===== src/verilog/sup_pkg.sv =====
// package: supervisor constants, register map and state types
// Contract
// - flash checksum passes before image copy
// - copy verified against flash before entry
// - watchdogs start before later init checks
// - init checks battery, record RAM, supply, display, watchdog
// - co-processor RAM tested, code checksummed twice
// - co-processor start failures leave it out
// - settings, clock, time-code, inputs, reference checked
// - protection off until all tests pass
// - start-up failure holds until manual restore
// - periodic image compare and checksums
// - settings checksum on every access
// - each acquisition run checks I/O, reference
// - co-processor faults and heartbeat supervised
// - silent network board alarmed and reset
// - every error attempts a maintenance record; code records only boot check failures, reboot timeout and in-service faults
// - battery/time-code continue, others reboot within 5s
// - repeated fault locks out permanently; code only sets the repeat flag, and restore still leaves lockout
// - every event goes through fast buffer
// - overflow drops events, logs loss event
package sup_pkg;
   localparam longint CLK_HZ = 200_000_000;
   localparam longint REBOOT_LIMIT_S = 5;
   localparam longint REBOOT_LIMIT_CYC = REBOOT_LIMIT_S * CLK_HZ;
   localparam longint COP_TIMEOUT_MS = 10;
   localparam longint COP_TIMEOUT_CYC = COP_TIMEOUT_MS * CLK_HZ / 1000;
   localparam longint NET_TIMEOUT_MS = 100;
   localparam longint NET_TIMEOUT_CYC = NET_TIMEOUT_MS * CLK_HZ / 1000;
   localparam longint CHECK_PERIOD_MS = 50;
   localparam longint CHECK_PERIOD_CYC = CHECK_PERIOD_MS * CLK_HZ / 1000;
   localparam int ID_W = 5;
   // start-up steps, run in this order
   localparam logic [4:0] STEP_FLASH_CSUM = 5'h00;
   localparam logic [4:0] STEP_IMAGE_COPY = 5'h01;
   localparam logic [4:0] STEP_COPY_VERIFY = 5'h02;
   localparam logic [4:0] STEP_WDOG_START = 5'h03;
   localparam logic [4:0] STEP_BATTERY = 5'h04;
   localparam logic [4:0] STEP_REC_RAM = 5'h05;
   localparam logic [4:0] STEP_FIELD_SUPPLY = 5'h06;
   localparam logic [4:0] STEP_DISPLAY = 5'h07;
   localparam logic [4:0] STEP_WDOG_CHECK = 5'h08;
   localparam logic [4:0] STEP_COP_PRESENT = 5'h09;
   localparam logic [4:0] STEP_COP_RAM = 5'h0a;
   localparam logic [4:0] STEP_COP_CSUM_PRE = 5'h0b;
   localparam logic [4:0] STEP_COP_XFER = 5'h0c;
   localparam logic [4:0] STEP_COP_CSUM_POST = 5'h0d;
   localparam logic [4:0] STEP_COP_CHANNELS = 5'h0e;
   localparam logic [4:0] STEP_NV_CSUM = 5'h0f;
   localparam logic [4:0] STEP_RTC = 5'h10;
   localparam logic [4:0] STEP_TIMECODE = 5'h11;
   localparam logic [4:0] STEP_INPUT_BOARD = 5'h12;
   localparam logic [4:0] STEP_REF_VOLT = 5'h13;
   // in-service checks: base id plus pending index
   localparam logic [4:0] RUN_BASE = 5'h14;
   localparam int RUN_N = 6;
   localparam int RUN_IMAGE_CMP = 0;
   localparam int RUN_FLASH_CSUM = 1;
   localparam int RUN_DATA_CSUM = 2;
   localparam int RUN_NV_CSUM = 3;
   localparam int RUN_DIO = 4;
   localparam int RUN_REF = 5;
   // fault codes raised inside the block
   localparam logic [4:0] FLT_COP_WDOG = 5'h1a;
   localparam logic [4:0] FLT_REBOOT_TIME = 5'h1b;
   // register map, byte addresses
   localparam logic [3:0] OFS_CTRL = 4'h0;
   localparam logic [3:0] OFS_STATUS = 4'h4;
   localparam logic [3:0] OFS_ALARM = 4'h8;
   localparam logic [3:0] OFS_LOST = 4'hc;
   localparam int CTRL_TC_FITTED = 0;
   localparam int CTRL_NET_FITTED = 1;
   localparam int CTRL_RESTORE = 2;
   localparam int AL_BATTERY = 0;
   localparam int AL_TIMECODE = 1;
   localparam int AL_NET = 2;
   localparam int AL_LOSS = 3;
   localparam int AL_N = 4;
   localparam int STS_COP_OK = 2;
   localparam int STS_CAUSE_VALID = 3;
   localparam int STS_REPEAT = 4;
   localparam int STS_CAUSE_LSB = 8;
   localparam int EVT_W = 16;
   localparam int EVT_DEPTH = 8;
   localparam logic [15:0] EVT_LOSS_CODE = 16'hffff;
   typedef enum {ST_BOOT, ST_SERVICE, ST_LOCKOUT} state_type;
endpackage : sup_pkg


===== src/verilog/evt_fifo.sv =====
// fast event buffer held in flip-flops
`timescale 1ns/100ps
module evt_fifo #(
   parameter int W = 16,
   parameter int DEPTH = 8
) (
   input wire logic clk,
   input wire logic srst,
   input wire logic in_valid,
   output logic in_ready,
   input wire logic [W-1:0] in_data,
   output logic out_valid,
   input wire logic out_ready,
   output logic [W-1:0] out_data
);
   localparam int AW = $clog2(DEPTH);
   logic [W-1:0] mem_reg [DEPTH];
   logic [AW-1:0] wr_reg;
   logic [AW-1:0] rd_reg;
   logic [AW:0] cnt_reg;
   logic push;
   logic pop;

   assign in_ready = (cnt_reg != (AW+1)'(DEPTH));
   assign out_valid = (cnt_reg != '0);
   assign out_data = mem_reg[rd_reg];
   assign push = in_valid && in_ready;
   assign pop = out_valid && out_ready;

   always_ff @(posedge clk) begin
      if (push) begin
         mem_reg[wr_reg] <= in_data;
      end
   end

   always_ff @(posedge clk) begin
      if (srst) begin
         wr_reg <= '0;
         rd_reg <= '0;
         cnt_reg <= '0;
      end else begin
         if (push) begin
            wr_reg <= (wr_reg == AW'(DEPTH - 1)) ? '0 : wr_reg + 1'b1;
         end
         if (pop) begin
            rd_reg <= (rd_reg == AW'(DEPTH - 1)) ? '0 : rd_reg + 1'b1;
         end
         if (push && !pop) begin
            cnt_reg <= cnt_reg + 1'b1;
         end else if (pop && !push) begin
            cnt_reg <= cnt_reg - 1'b1;
         end
      end
   end
endmodule : evt_fifo


===== src/verilog/self_test_recovery_supervisor.sv =====
// self-test sequencer, in-service fault recovery and event buffering
//
// Implementation choices: the address map and the Avalon-MM interface to the registers.
`timescale 1ns/100ps
module self_test_recovery_supervisor #(
   parameter int unsigned REBOOT_CYC = 32'(sup_pkg::REBOOT_LIMIT_CYC),
   parameter int unsigned COP_TIMEOUT = 32'(sup_pkg::COP_TIMEOUT_CYC),
   parameter int unsigned NET_TIMEOUT = 32'(sup_pkg::NET_TIMEOUT_CYC),
   parameter int unsigned CHECK_PERIOD = 32'(sup_pkg::CHECK_PERIOD_CYC)
) (
   input wire logic CLK,
   input wire logic SRST,
   input wire logic [3:0] AVS_ADDRESS,
   input wire logic AVS_READ,
   input wire logic AVS_WRITE,
   input wire logic [31:0] AVS_WRITEDATA,
   input wire logic [3:0] AVS_BYTEENABLE,
   output logic [31:0] AVS_READDATA,
   output logic AVS_WAITREQUEST,
   output logic TEST_REQ,
   output logic [sup_pkg::ID_W-1:0] TEST_ID,
   input wire logic TEST_DONE,
   input wire logic TEST_PASS,
   input wire logic NV_ACCESS,
   input wire logic ACQ_RUN,
   input wire logic ERR_VALID,
   input wire logic [sup_pkg::ID_W-1:0] ERR_CODE,
   input wire logic COP_BEAT,
   input wire logic NET_ALIVE,
   output logic NET_RST,
   output logic RESTART,
   output logic HEALTHY_LED,
   output logic WDOG_CONTACT,
   output logic PROT_ENABLE,
   output logic COP_ENABLE,
   output logic MAINT_WR,
   output logic [sup_pkg::ID_W-1:0] MAINT_CODE,
   input wire logic MAINT_ACK,
   input wire logic EVT_VALID,
   input wire logic [sup_pkg::EVT_W-1:0] EVT_DATA,
   output logic LOG_VALID,
   output logic [sup_pkg::EVT_W-1:0] LOG_DATA,
   input wire logic LOG_READY
);
   import sup_pkg::*;

   state_type state_reg;
   logic [ID_W-1:0] step_reg;
   logic wait_reg;
   logic cop_ok_reg;
   logic [ID_W-1:0] cause_reg;
   logic cause_valid_reg;
   logic repeat_reg;
   logic [19:0] passed_reg;
   logic reboot_act_reg;
   logic [31:0] reboot_cnt_reg;
   logic [RUN_N-1:0] pend_reg;
   logic [RUN_N-1:0] pend_next;
   logic [31:0] period_cnt_reg;
   logic [31:0] cop_cnt_reg;
   logic [31:0] net_cnt_reg;
   logic tc_fit_reg;
   logic net_fit_reg;
   logic [AL_N-1:0] alarm_reg;
   logic [15:0] lost_reg;
   logic loss_pend_reg;
   logic ack_reg;
   logic [31:0] rdata_reg;
   logic restore;
   logic wr_ok;
   logic done_ok;
   logic done_bad;
   logic cop_step;
   logic skip_step;
   logic fault;
   logic [ID_W-1:0] fault_code;
   logic fatal;
   logic cop_lost;
   logic net_lost;
   logic reboot_over;
   logic tick;
   logic run_pick;
   logic [2:0] run_idx;
   logic fifo_in_ready;
   logic fifo_in_valid;
   logic [EVT_W-1:0] fifo_in_data;
   logic evt_drop;

   // register slave: one wait cycle, answer on the second edge
   assign AVS_WAITREQUEST = (AVS_READ || AVS_WRITE) && !ack_reg;
   assign AVS_READDATA = rdata_reg;
   assign wr_ok = AVS_WRITE && ack_reg && AVS_BYTEENABLE[0];
   assign restore = wr_ok && (AVS_ADDRESS == OFS_CTRL) && AVS_WRITEDATA[CTRL_RESTORE];

   always_ff @(posedge CLK) begin
      if (SRST) begin
         ack_reg <= 1'b0;
      end else begin
         ack_reg <= (AVS_READ || AVS_WRITE) && !ack_reg;
      end
   end

   always_ff @(posedge CLK) begin
      if (SRST) begin
         rdata_reg <= '0;
      end else if (AVS_READ && !ack_reg) begin
         rdata_reg <= '0;
         case (AVS_ADDRESS)
            OFS_CTRL: begin
               rdata_reg[CTRL_TC_FITTED] <= tc_fit_reg;
               rdata_reg[CTRL_NET_FITTED] <= net_fit_reg;
            end
            OFS_STATUS: begin
               rdata_reg[1:0] <= 2'(state_reg);
               rdata_reg[STS_COP_OK] <= cop_ok_reg;
               rdata_reg[STS_CAUSE_VALID] <= cause_valid_reg;
               rdata_reg[STS_REPEAT] <= repeat_reg;
               rdata_reg[STS_CAUSE_LSB +: ID_W] <= cause_reg;
            end
            OFS_ALARM: rdata_reg[AL_N-1:0] <= alarm_reg;
            OFS_LOST: rdata_reg[15:0] <= lost_reg;
            default: rdata_reg <= '0;
         endcase
      end
   end

   always_ff @(posedge CLK) begin
      if (SRST) begin
         tc_fit_reg <= 1'b0;
         net_fit_reg <= 1'b0;
      end else if (wr_ok && AVS_ADDRESS == OFS_CTRL) begin
         tc_fit_reg <= AVS_WRITEDATA[CTRL_TC_FITTED];
         net_fit_reg <= AVS_WRITEDATA[CTRL_NET_FITTED];
      end
   end

   // test results and step classification
   assign done_ok = wait_reg && TEST_DONE && TEST_PASS;
   assign done_bad = wait_reg && TEST_DONE && !TEST_PASS;
   assign cop_step = (step_reg >= STEP_COP_PRESENT) && (step_reg <= STEP_COP_CHANNELS);
   assign skip_step = (cop_step && !cop_ok_reg) || (step_reg == STEP_TIMECODE && !tc_fit_reg);
   assign reboot_over = reboot_act_reg && (reboot_cnt_reg >= REBOOT_CYC - 1);
   assign tick = (period_cnt_reg >= CHECK_PERIOD - 1);
   assign cop_lost = (state_reg == ST_SERVICE) && cop_ok_reg && (cop_cnt_reg >= COP_TIMEOUT - 1);
   assign net_lost = (state_reg == ST_SERVICE) && net_fit_reg && (net_cnt_reg >= NET_TIMEOUT - 1);

   // in-service errors: failed check, reported error, lost heartbeat
   always_comb begin
      fault = 1'b0;
      fault_code = '0;
      if (state_reg == ST_SERVICE) begin
         if (done_bad) begin
            fault = 1'b1;
            fault_code = TEST_ID;
         end else if (cop_lost) begin
            fault = 1'b1;
            fault_code = FLT_COP_WDOG;
         end else if (ERR_VALID) begin
            fault = 1'b1;
            fault_code = ERR_CODE;
         end
      end
   end
   assign fatal = fault && (fault_code != STEP_BATTERY) && (fault_code != STEP_TIMECODE);

   always_ff @(posedge CLK) begin
      if (SRST || tick || state_reg != ST_SERVICE) begin
         period_cnt_reg <= '0;
      end else begin
         period_cnt_reg <= period_cnt_reg + 1'b1;
      end
   end

   always_comb begin
      run_pick = 1'b0;
      run_idx = '0;
      for (int i = RUN_N - 1; i >= 0; i--) begin
         if (pend_reg[i]) begin
            run_pick = 1'b1;
            run_idx = 3'(i);
         end
      end
   end

   always_comb begin
      pend_next = pend_reg;
      if (state_reg == ST_SERVICE && !wait_reg && run_pick) begin
         pend_next[run_idx] = 1'b0;
      end
      if (tick) begin
         pend_next[RUN_IMAGE_CMP] = 1'b1;
         pend_next[RUN_FLASH_CSUM] = 1'b1;
         pend_next[RUN_DATA_CSUM] = 1'b1;
      end
      if (NV_ACCESS) begin
         pend_next[RUN_NV_CSUM] = 1'b1;
      end
      if (ACQ_RUN) begin
         pend_next[RUN_DIO] = 1'b1;
         pend_next[RUN_REF] = 1'b1;
      end
   end

   always_ff @(posedge CLK) begin
      if (SRST || state_reg != ST_SERVICE) begin
         pend_reg <= '0;
      end else begin
         pend_reg <= pend_next;
      end
   end

   always_ff @(posedge CLK) begin
      if (SRST || COP_BEAT || cop_lost || state_reg != ST_SERVICE) begin
         cop_cnt_reg <= '0;
      end else begin
         cop_cnt_reg <= cop_cnt_reg + 1'b1;
      end
   end

   always_ff @(posedge CLK) begin
      if (SRST) begin
         net_cnt_reg <= '0;
         NET_RST <= 1'b0;
      end else begin
         NET_RST <= net_lost;
         if (NET_ALIVE || net_lost || state_reg != ST_SERVICE) begin
            net_cnt_reg <= '0;
         end else begin
            net_cnt_reg <= net_cnt_reg + 1'b1;
         end
      end
   end

   // sticky alarms, set wins over write-one-to-clear
   always_ff @(posedge CLK) begin
      if (SRST) begin
         alarm_reg <= '0;
      end else begin
         for (int i = 0; i < AL_N; i++) begin
            if (wr_ok && AVS_ADDRESS == OFS_ALARM && AVS_WRITEDATA[i]) begin
               alarm_reg[i] <= 1'b0;
            end
         end
         if (fault && fault_code == STEP_BATTERY) begin
            alarm_reg[AL_BATTERY] <= 1'b1;
         end
         if (fault && fault_code == STEP_TIMECODE) begin
            alarm_reg[AL_TIMECODE] <= 1'b1;
         end
         if (net_lost) begin
            alarm_reg[AL_NET] <= 1'b1;
         end
         if (evt_drop) begin
            alarm_reg[AL_LOSS] <= 1'b1;
         end
      end
   end

   // main sequencer
   always_ff @(posedge CLK) begin
      if (SRST) begin
         state_reg <= ST_BOOT;
         step_reg <= STEP_FLASH_CSUM;
         wait_reg <= 1'b0;
         TEST_REQ <= 1'b0;
         TEST_ID <= '0;
         cop_ok_reg <= 1'b1;
         repeat_reg <= 1'b0;
         RESTART <= 1'b0;
      end else begin
         TEST_REQ <= 1'b0;
         RESTART <= 1'b0;
         case (state_reg)
            ST_BOOT: begin
               if (reboot_over) begin
                  state_reg <= ST_LOCKOUT;
                  wait_reg <= 1'b0;
               end else if (!wait_reg) begin
                  if (skip_step) begin
                     step_reg <= step_reg + 1'b1;
                  end else begin
                     TEST_REQ <= 1'b1;
                     TEST_ID <= step_reg;
                     wait_reg <= 1'b1;
                  end
               end else if (done_ok) begin
                  wait_reg <= 1'b0;
                  if (step_reg == STEP_REF_VOLT) begin
                     state_reg <= ST_SERVICE;
                  end else begin
                     step_reg <= step_reg + 1'b1;
                  end
               end else if (done_bad) begin
                  wait_reg <= 1'b0;
                  if (cop_step) begin
                     cop_ok_reg <= 1'b0;
                     step_reg <= STEP_NV_CSUM;
                  end else begin
                     state_reg <= ST_LOCKOUT;
                     repeat_reg <= cause_valid_reg && (cause_reg == step_reg);
                  end
               end
            end
            ST_SERVICE: begin
               if (fatal) begin
                  state_reg <= ST_BOOT;
                  step_reg <= STEP_FLASH_CSUM;
                  wait_reg <= 1'b0;
                  cop_ok_reg <= 1'b1;
                  RESTART <= 1'b1;
               end else if (wait_reg) begin
                  if (TEST_DONE) begin
                     wait_reg <= 1'b0;
                  end
               end else if (run_pick) begin
                  TEST_REQ <= 1'b1;
                  TEST_ID <= RUN_BASE + ID_W'(run_idx);
                  wait_reg <= 1'b1;
               end
            end
            ST_LOCKOUT: begin
               if (restore) begin
                  state_reg <= ST_BOOT;
                  step_reg <= STEP_FLASH_CSUM;
                  cop_ok_reg <= 1'b1;
                  repeat_reg <= 1'b0;
               end
            end
            default: state_reg <= ST_LOCKOUT;
         endcase
      end
   end

   always_ff @(posedge CLK) begin
      if (SRST) begin
         cause_reg <= '0;
         cause_valid_reg <= 1'b0;
      end else if (fatal) begin
         cause_reg <= fault_code;
         cause_valid_reg <= 1'b1;
      end else if (reboot_over) begin
         cause_reg <= FLT_REBOOT_TIME;
      end else if (restore && state_reg == ST_LOCKOUT) begin
         cause_valid_reg <= 1'b0;
      end
   end

   always_ff @(posedge CLK) begin
      if (SRST || state_reg != ST_BOOT || reboot_over) begin
         reboot_act_reg <= fatal && !SRST;
         reboot_cnt_reg <= '0;
      end else if (reboot_act_reg) begin
         reboot_cnt_reg <= reboot_cnt_reg + 1'b1;
      end
   end

   always_ff @(posedge CLK) begin
      if (SRST || TEST_REQ && TEST_ID == STEP_FLASH_CSUM) begin
         passed_reg <= '0;
      end else if (state_reg == ST_BOOT && done_ok) begin
         passed_reg[step_reg] <= 1'b1;
      end
   end

   always_ff @(posedge CLK) begin
      if (SRST) begin
         MAINT_WR <= 1'b0;
         MAINT_CODE <= '0;
      end else if (fault || (state_reg == ST_BOOT && done_bad)) begin
         MAINT_WR <= 1'b1;
         MAINT_CODE <= fault ? fault_code : step_reg;
      end else if (reboot_over) begin
         MAINT_WR <= 1'b1;
         MAINT_CODE <= FLT_REBOOT_TIME;
      end else if (MAINT_ACK) begin
         MAINT_WR <= 1'b0;
      end
   end

   always_ff @(posedge CLK) begin
      if (SRST) begin
         HEALTHY_LED <= 1'b0;
         WDOG_CONTACT <= 1'b1;
         PROT_ENABLE <= 1'b0;
         COP_ENABLE <= 1'b0;
      end else begin
         HEALTHY_LED <= (state_reg == ST_SERVICE) && !fatal;
         WDOG_CONTACT <= (state_reg != ST_SERVICE) || fatal;
         PROT_ENABLE <= (state_reg == ST_SERVICE) && !fatal;
         COP_ENABLE <= (state_reg == ST_SERVICE) && !fatal && cop_ok_reg;
      end
   end

   // events into the fast buffer; loss marker first
   assign fifo_in_valid = loss_pend_reg || EVT_VALID;
   assign fifo_in_data = loss_pend_reg ? EVT_LOSS_CODE : EVT_DATA;
   assign evt_drop = EVT_VALID && (!fifo_in_ready || loss_pend_reg);

   always_ff @(posedge CLK) begin
      if (SRST) begin
         loss_pend_reg <= 1'b0;
         lost_reg <= '0;
      end else begin
         if (evt_drop) begin
            loss_pend_reg <= 1'b1;
            lost_reg <= lost_reg + 1'b1;
         end else if (loss_pend_reg && fifo_in_ready) begin
            loss_pend_reg <= 1'b0;
         end
      end
   end

   evt_fifo #(.W(EVT_W), .DEPTH(EVT_DEPTH)) u_evt_fifo (
      .clk(CLK),
      .srst(SRST),
      .in_valid(fifo_in_valid),
      .in_ready(fifo_in_ready),
      .in_data(fifo_in_data),
      .out_valid(LOG_VALID),
      .out_ready(LOG_READY),
      .out_data(LOG_DATA)
   );
endmodule : self_test_recovery_supervisor


===== config.mk =====
export PLATFORM = sky130hd
export DESIGN_NAME = self_test_recovery_supervisor
export DESIGN_NICKNAME = d
export VERILOG_FILES = /design/src/verilog/sup_pkg.sv /design/src/verilog/evt_fifo.sv /design/src/verilog/self_test_recovery_supervisor.sv
export SDC_FILE = /design/constraint.sdc
export NUM_CORES = 1
export LEC_CHECK = 0
export ABC_AREA = 1
export BUFFER_PORTS_ARGS = -buffer_cell sky130_fd_sc_hd__buf_2
export CORE_ASPECT_RATIO = 0.5
export CORE_MARGIN = 3
export CORE_UTILIZATION = 60
export DETAILED_ROUTE_END_ITERATION = 8
export PLACE_DENSITY = 0.8
export SYNTH_ARGS = -nofsm -noshare
export SYNTH_HDL_FRONTEND = slang
export SYNTH_SLANG_ARGS = --single-unit
export TNS_END_PERCENT = 20

===== constraint.sdc =====
create_clock -name CLK -period 5.8 [get_ports CLK]
set_clock_uncertainty 0.2 [all_clocks]
set_input_delay 1.16 -clock CLK [delete_from_list [all_inputs] [get_ports CLK]]
set_output_delay 1.16 -clock CLK [all_outputs]
set_load 0.02 [all_outputs]

After elaboration in Yosys (flattened, before gate mapping):

Memory sizes are Yosys's and may differ from the RTL's. A register that Yosys moved wholly into a read port is not among the register bits.
Index checks and enable logic that the tools add are counted.

* bits in registers: 248
* bits in writable memories: 128
* input bits: 75
* output and inout port bits: 68
* logic and storage cells: 314
* latch bits: 0
* memories: 1
* ROM bits: 0

* muxes and demuxes: 118
* equality and inequality tests: 40
* order comparisons: 8
* reductions and logical operators: 96
* $mul: 0
* shift operators: 0
* div/mod/pow operators: 0
* $add $sub $neg: 11
* bitwise gates (word level): 3

Memories
* u_evt_fifo.mem_reg: words 8, bits a word 16, read ports 1, clocked after Yosys merged registers in 1, wr ports 1, RTL line evt_fifo.sv:17 `logic [W-1:0] mem_reg [DEPTH];`

Operators by type and width (count)
* $mux 32: 8
* $add 32x1->32 const B: 4
* $mux 5: 23
* $pmux 32 s3: 1
* $eq 32x2->1 const B: 2
* $logic_not 32->1: 2
* $mux 1: 57
* $logic_and 1x1->1: 41
* $mux 3: 13
* $eq 32x1->1 const B: 1
* $eq 32x3->1 const B: 1
* $ge 32x21->1 const B: 1
* $ge 32x24->1 const B: 1
* $ge 32x25->1 const B: 1
* $ge 32x30->1 const B: 1
* $ne 32x2->1 const B: 1
* $reduce_bool 32->1: 1
* $ne 2x2->1 const B: 14
* $ne 4x4->1 const B: 7
* $reduce_bool 2->1: 14
* $pmux 5 s2: 2
* $add 16x1->16 const B: 1
* $logic_or 1x1->1: 16
* $mux 16: 1
* 39 further kinds: 62

Logic depth before layout (Yosys ltp):

Gate-level depths: netlist (run 1).

* depth after elaboration: 14
* depth in mapped cells: 21
* gate-level depth less buffers: 21

Modules after synthesis:

Synthesis (run 1) repeated with hierarchy kept, for this count alone.

* cell total of the unflattened synthesis: 1975
* area total of the unflattened synthesis: 16231.8 µm²

By module, submodules not included
* self_test_recovery_supervisor: seq. area each 4174.0 µm², instances 1, cells each 1454, area each 10385.0 µm²
* evt_fifo: seq. area each 4103.9 µm², instances 1, cells each 521, area each 5846.9 µm²

Worst setup path before layout (run 1):

Ideal clock, no wire load.

* path kind: input -> register
* start: in EVT_VALID
* end: reg u_evt_fifo.cnt_reg[3]
* library setup time: 119 ps
* required time: 5481 ps
* data arrival time: 2769 ps
* path buffers: 0
* stages: 12
* slack: 2711 ps
* path through: inv_1 -> a21oi_1 -> ha_1 -> inv_1 -> ha_1 -> and3_1 -> a211oi_1 -> nor2_1 -> nor2_1 -> nand2_1 -> o21ai_0 -> a21oi_1

* word-level cells in the longest chain between the ends: 5
* elaborated cells on any way between the ends: 7
* those cells by class: mux (1); reduce/logical (6)

Ends and longest elaborated chain
* start: declaration: RTL line self_test_recovery_supervisor.sv:39 `input wire logic EVT_VALID,`
* $logic_or 1x1->1 (*): RTL line self_test_recovery_supervisor.sv:395 `assign fifo_in_valid = loss_pend_reg || EVT_VALID;`
* $logic_and 1x1->1 (*): RTL line evt_fifo.sv:27 `assign push = in_valid && in_ready;`
* named net u_evt_fifo.push: RTL line evt_fifo.sv:21 `logic push;`
* $logic_not 1->1: RTL line evt_fifo.sv:50 `end else if (pop && !push) begin`
* $logic_and 1x1->1: RTL line evt_fifo.sv:50
* $reduce_bool 2->1 (no source line)
* end signal: assignment: RTL line evt_fifo.sv:49 `cnt_reg <= cnt_reg + 1'b1;`
* end signal: assignment: RTL line evt_fifo.sv:51 `cnt_reg <= cnt_reg - 1'b1;`
* end: declaration: RTL line evt_fifo.sv:20 `logic [AW:0] cnt_reg;`

The timed path passes the listed nets; every way through them passes the cells marked *.
A chain may end at the register's enable or synchronous reset.

==> impl_metrics.csv, run 1 <==
group,metric,value,unit
status,status,"finished clean",
setup_path,cp.required,4.44,ns
routing,drtAntennaViolNets,0,
clock_network,postCtsHoldBufs,0,
logic_synthesis,syn-cell-area,16100,um^2
grt,grt_pass1_vias,12000,
layout,drive_gt1_frac,0.135,
layout,final_cell_mix,"nor2_1, nand2_1, dfxtp_1",
run,cap_violations,0,
layout,instances_no_fill,2353,
placed_design,port_buffers,95,
logic_synthesis,yosys_most_used_dff,"dfxtp_1",
grt,grt_usage,0.237,
routing,drt_iter0_markers,1000,
sta,setup_violations,0,
sta,fmax,247,MHz
logic_synthesis,ys_seq_area_frac,0.515,
die,die_height,122,um
power,sequentialPowerShare,0.457,
grt,grt_max_degree,52,
layout,syn_to_final_growth,10.8,%
power,power.leakage,6.62,nW
die,dieArea,28900,um^2
routing,met2_wirelength,16.3,mm
layout,seqCellArea,8280,um^2
clock_network,cts.repair.resized,0,
power,p_comb_frac,0.228,
routing,wire_per_inst,14.4,um
power,p_switching,0.00202,W
placed_design,dp_cells,2297,
logic_synthesis,yosys_warnings,0,
sta,fin_ws,1.76,ns
grt,grt_pass1_wl,56.9,mm
layout,n_fill_cell,2063,
clock_network,insertion_delay,0.57,ns
setup_path,r2r-start,"state_reg[1]$_SDFFE_PP0P_",
sta,hold_ws,0.256,ns
placed_design,gp_congestion,0.906,
sta,finalHoldViolCount,0,
die,io_pins,143,
logic_synthesis,ys_types,62,
logic_synthesis,yosysTopAreaCell,"dfxtp_1",
setup_path,rrSetupSlack,2.43,ns
clock_network,cts_tree,"built",
logic_synthesis,ys_top_cells_by_area,"dfxtp_1, edfxtp_1, nor2_1",
setup_path,path_max_fanout,33,
power,switching_share,0.319,
layout,largest_register_ffs,128,
logic_synthesis,synth_async_sr_flop_share,0,
placed_design,pre_cts_ws,2.12,ns
logic_synthesis,synthesis.instances,1887,
routing,firstDrtPassIters,5,
die,start_util,0.624,
routing,drt-total-wl,33.8,mm
placed_design,dp.final_hpwl,22.7,mm
sta,fin_tns_setup,0,ns
setup_path,path_class,"flip-flop to primary output",
logic_synthesis,ys_seq_elements,349,
power,p_per_area,355,nW/um^2
sta,relSlewSlack,0.272,
logic_synthesis,syn_area_per_cell,8.52,um^2
die,rows,41,
power,power.total,0.00632,W
clock_network,clockRootBuffer,"clkbuf_16",
layout,layout_commonest_cell,"nor2_1",
hold_path,hold_start,"cop_cnt_reg[0]$_SDFF_PP0_",
routing,wl_met3,1.78,mm
layout,multi_input_area,6680,um^2
setup_path,crit_path_end_kind,"primary output",
die,die_w,237,um
routing,avgViaCountPerCell,5.38,
routing,routed.top_layer,"met4",
setup_path,reg2reg_depth,8,
logic_synthesis,synth_edf_count,129,
clock_network,cts.sinks,349,
routing,drc,0,
grt,antenna_found_initial,1,
clock_network,postCtsSetupBuffers,0,
clock_network,cts_htree_levels,1,
hold_path,whs_endpoint,"cop_cnt_reg[0]$_SDFF_PP0_",
power,intPower,0.00430,W
setup_path,cp.arrival,2.68,ns
sta,fin_crit,4.04,ns
clock_network,clk_path_buf_depth,3,
setup_path,cp-start-kind,"flip-flop",
power,vdd_drop_max,0.237,mV
routing,vias,12700,
logic_synthesis,synth_top_area_share,0.274,
sta,worst_pin_slew,1.09,ns
sta,rsz0062_at_grt,"no",
sta,fin_crit_sh,0.697,
layout,final_nets,2080,
setup_path,r2r-end,"period_cnt_reg[11]$_SDFF_PP0_",
clock_network,cts_buffers,30,
routing,met1_length,14.9,mm
sta,report.final.slew_viol_count,0,
clock_network,path_clk_slew,0.07,ns
die,core_area,25800,um^2
hold_path,hold_path.class,"flip-flop to flip-flop",
power,p_clk_frac,0.315,
hold_path,holdPathStages,1,
grt,overflow,0,
## power groups by stage
stage          logic, W  clock network, W  registers (W)
3_5_place_dp    0.00143                 0        0.00294
5_1_grt         0.00162           0.00213        0.00291
6_report        0.00144           0.00199        0.00289
2_1_floorplan   0.00101                 0        0.00294
3_3_place_gp    0.00139                 0        0.00293
4_1_cts         0.00144           0.00202        0.00289
## routing by layer
metal	GRT usage	up-vias
met4	0.0653	0
met5	0	-
met2	0.414	309
met3	0.0355	63
met1	0.311	5874
li1	-	6410
## critical path, cell delays in order, from the launching register on
cell     delay [ns]
dfxtp_1        0.30
buf_4          0.25
inv_1          0.29
buf_4          0.35
o21ai_0        0.15
o22ai_1        0.19
nor2_1         0.06
a31oi_1        0.28
buf_2          0.22
## how the worst max path moves through the flow
stage          depth (start not counted)  slack [ns]      start                                  to
2_1_floorplan                         12        2.71  EVT_VALID  u_evt_fifo.cnt_reg[3]$_SDFFE_PP0P_
3_3_place_gp                           6        2.22       SRST          net_cnt_reg[11]$_SDFF_PP0_
3_5_place_dp                           6        2.12       SRST          net_cnt_reg[17]$_SDFF_PP0_
4_1_cts                                8        1.75  flip-flop                         LOG_DATA[0]
5_1_grt                                8        1.62  flip-flop                        LOG_DATA[15]
6_report                               8        1.76  flip-flop                         LOG_DATA[0]
## per-stage QoR
stage	util	area, um^2
5_1_grt	0.692	17800
2_1_floorplan	-	16200
3_5_place_dp	0.654	16800
6_report	0.692	17800
3_3_place_gp	0.654	16800
4_1_cts	0.691	17800
## cells by family (layout without fill, tap and decap cells)
family / count (synthesis) / in the layout / share of synthesized area
simple gates: 834 / 834 / 0.243
flops: 349 / 349 / 0.515
compound gates: 317 / 317 / 0.112
buf+inv: 294 / 392 / 0.0749
xor+xnor: 72 / 72 / 0.0392
fa+ha+maj: 20 / 20 / 0.0160
other cells: 1 / 25 / 0.000233
## cells in the mapped netlist, types with 4 or more instances
cell        n
a21oi_1    92
ha_1       19
nor3b_1     8
o21ai_0   141
o22ai_1    19
nor2_2     20
buf_4      17
edfxtp_1  129
nand2_1   241
nor2_4      7
buf_2      11
nor4_1     16
nor2_1    342
xnor2_1    26
xor2_1     46
nand2_2     9
o21a_1      4
a211oi_1    7
inv_1     212
o221ai_1    7
nand3_2    10
nand4_1    27
inv_2      11
o211ai_1    4
a31oi_1    22
nor3_1     41
buf_1       4
nand3_1    60
clkbuf_1   33
dfxtp_1   220
or2_2      23
nor3_2      9
## layout make-up
type | instances | share of cell area
sequential | 349 | 0.465
multi-input combinational | 1267 | 0.375
inverter | 226 | 0.0476
clock buffer | 34 | 0.0430
timing repair buffer | 111 | 0.0334
tap | 344 | 0.0242
clock inverter | 21 | 0.0115
antenna | 1 | 0.000141
(Power assumes the default switching activity.)
==> run 2: changes to the inputs <==
--- a/config.mk
+++ b/config.mk
@@ -9,9 +9,9 @@
 export BUFFER_PORTS_ARGS = -buffer_cell sky130_fd_sc_hd__buf_2
 export CORE_ASPECT_RATIO = 0.5
 export CORE_MARGIN = 3
-export CORE_UTILIZATION = 60
+export CORE_UTILIZATION = 54
 export DETAILED_ROUTE_END_ITERATION = 8
-export PLACE_DENSITY = 0.8
+export PLACE_DENSITY = 0.76
 export SYNTH_ARGS = -nofsm -noshare
 export SYNTH_HDL_FRONTEND = slang
 export SYNTH_SLANG_ARGS = --single-unit
==> constraint.sdc (replaced) <==
create_clock -name CLK -period 3.7 [get_ports CLK]
set_clock_uncertainty 0.2 [all_clocks]
set_input_delay 0.74 -clock CLK [delete_from_list [all_inputs] [get_ports CLK]]
set_output_delay 0.74 -clock CLK [all_outputs]
set_load 0.02 [all_outputs]
==> run 2 against run 1 <==
Core utilization is 5.8 points lower. Global-route usage is 2.9 points lower. Combinational power up 60%. Sequential share of layout area decreased by 0.61 points.
==> impl_metrics.csv, run 2 (synthesis gave the netlist of run 1 again) <==
group,metric,value,unit
grt,grt_pass1_vias,11600,
clock_network,cts_tree,"built",
setup_path,cp.required,2.76,ns
setup_path,cp_num_buf_inv,2,
grt,grt_max_degree,65,
clock_network,clockRootBuffer,"clkbuf_16",
status,status,"finished clean",
sta,fin_crit_sh,0.912,
die,core_area,28500,um^2
sta,fin_crit,3.38,ns
grt,grt_usage,0.207,
power,power.total,0.0103,W
clock_network,insertion_delay,0.57,ns
layout,syn_to_final_growth,12.2,%
layout,n_fill_cell,2440,
setup_path,crit_chain,"buf_4, o21ai_0, o22ai_1, nor2_1, a31oi_1, buf_2",
setup_path,path_class,"flip-flop to primary output",
sta,rsz0062_at_grt,"no",
setup_path,path_max_fanout,64,
placed_design,port_buffers,95,
setup_path,critPathMaxStageDelay,0.54,ns
layout,instances_no_fill,2401,
die,dieArea,32000,um^2
clock_network,postCtsHoldBufs,0,
clock_network,cts_buffers,31,
setup_path,cp-start-kind,"flip-flop",
layout,final_nets,2089,
grt,antenna_found_initial,0,
die,rows,43,
die,die_w,250,um
setup_path,path_delay_family,"buffers and inverters",
clock_network,cts.sinks,349,
power,power.leakage,6.74,nW
layout,final_cell_mix,"nor2_1, nand2_1, dfxtp_1",
sta,finalHoldViolCount,0,
setup_path,rrSetupSlack,0.88,ns
setup_path,endpoint,"LOG_DATA[0]",
sta,fin_tns_setup,0,ns
grt,grt_pass1_wl,55.6,mm
clock_network,postCtsSetupBuffers,0,
layout,largest_register_ffs,128,
sta,report.final.slew_viol_count,0,
sta,hold_ws,0.245,ns
sta,fmax,296,MHz
die,die_height,128,um
die,start_util,0.565,
setup_path,r2r-end,"cause_reg[0]$_SDFFE_PP0P_",
layout,layout_commonest_cell,"nor2_1",
sta,relSlewSlack,0.522,
hold_path,hold_path.class,"flip-flop to flip-flop",
sta,worst_pin_slew,0.716,ns
placed_design,gp_congestion,0.894,
setup_path,crit_path_end_kind,"primary output",
placed_design,dp_cells,2343,
run,cap_violations,0,
layout,drive_gt1_frac,0.142,
clock_network,cts.repair.resized,0,
sta,setup_violations,0,
routing,drt_iter0_markers,902,
routing,drc,0,
clock_network,cts_htree_levels,1,
routing,firstDrtPassIters,8,
routing,drtAntennaViolNets,0,
routing,wire_per_inst,14.1,um
setup_path,cp.arrival,2.44,ns
setup_path,crit_path_top_delay_cell,"buf_4",
setup_path,reg2reg_depth,19,
power,p_per_area,569,nW/um^2
clock_network,path_clk_slew,0.07,ns
routing,vias,12600,
power,vdd_drop_max,0.521,mV
setup_path,r2r-start,"cop_cnt_reg[0]$_SDFF_PP0_",
routing,avgViaCountPerCell,5.24,
die,io_pins,143,
layout,diodes,0,
placed_design,dp.final_hpwl,22.8,mm
routing,drt-total-wl,33.9,mm
clock_network,clk_path_buf_depth,3,
setup_path,cp.depth,6,
grt,overflow,0,
[run 2: metrics by stage]
stage | setup slack [ns] | utilization | instance area [um^2]
after CTS | 0.331 | 0.634 | 18000
after detailed placement | 0.626 | 0.595 | 16900
after global placement | 0.679 | 0.595 | 16900
after global routing | 0.170 | 0.634 | 18000
after floorplan | 1.03 | - | 16200
final | 0.324 | 0.634 | 18000
[run 2: how the worst min path moves through the flow]
stage,startpoint,end,slack (ns),cells past startpoint
final,cop_cnt_reg[0]$_SDFF_PP0_,cop_cnt_reg[0]$_SDFF_PP0_,0.24,1
after global placement,period_cnt_reg[0]$_SDFF_PP0_,period_cnt_reg[0]$_SDFF_PP0_,0.22,1
after global routing,NV_ACCESS,pend_reg[3]$_SDFFE_PP0P_,0.26,3
after CTS,ACQ_RUN,pend_reg[4]$_SDFFE_PP0P_,0.24,3
after detailed placement,cop_cnt_reg[0]$_SDFF_PP0_,cop_cnt_reg[0]$_SDFF_PP0_,0.24,1
after floorplan,period_cnt_reg[0]$_SDFF_PP0_,period_cnt_reg[0]$_SDFF_PP0_,0.21,1
[run 2: area by class of cell]
type                    instances  area [um^2]  area share
flip-flops and latches        349         8280       0.459
multi-input cells            1267         6680       0.370
inverters                     226          848      0.0470
clock buffers                  38          832      0.0461
repair buffers                119          656      0.0363
well taps                     382          478      0.0265
clock inverters                20          270      0.0150
[run 2: metal layers]
layer  vias to the layer above  share of wire  track usage
li1                       6422              -            -
met1                      5810           0.45        0.276
met2                       282           0.48        0.361
met3                        56          0.046       0.0312
met4                         0          0.021       0.0484
met5                         -              0            0
[run 2: where the power goes]
group          internal [W]  total [W]  switching (W)
sequential          0.00432    0.00450       0.000177
clock               0.00203    0.00348        0.00145
combinational      0.000725    0.00230        0.00157
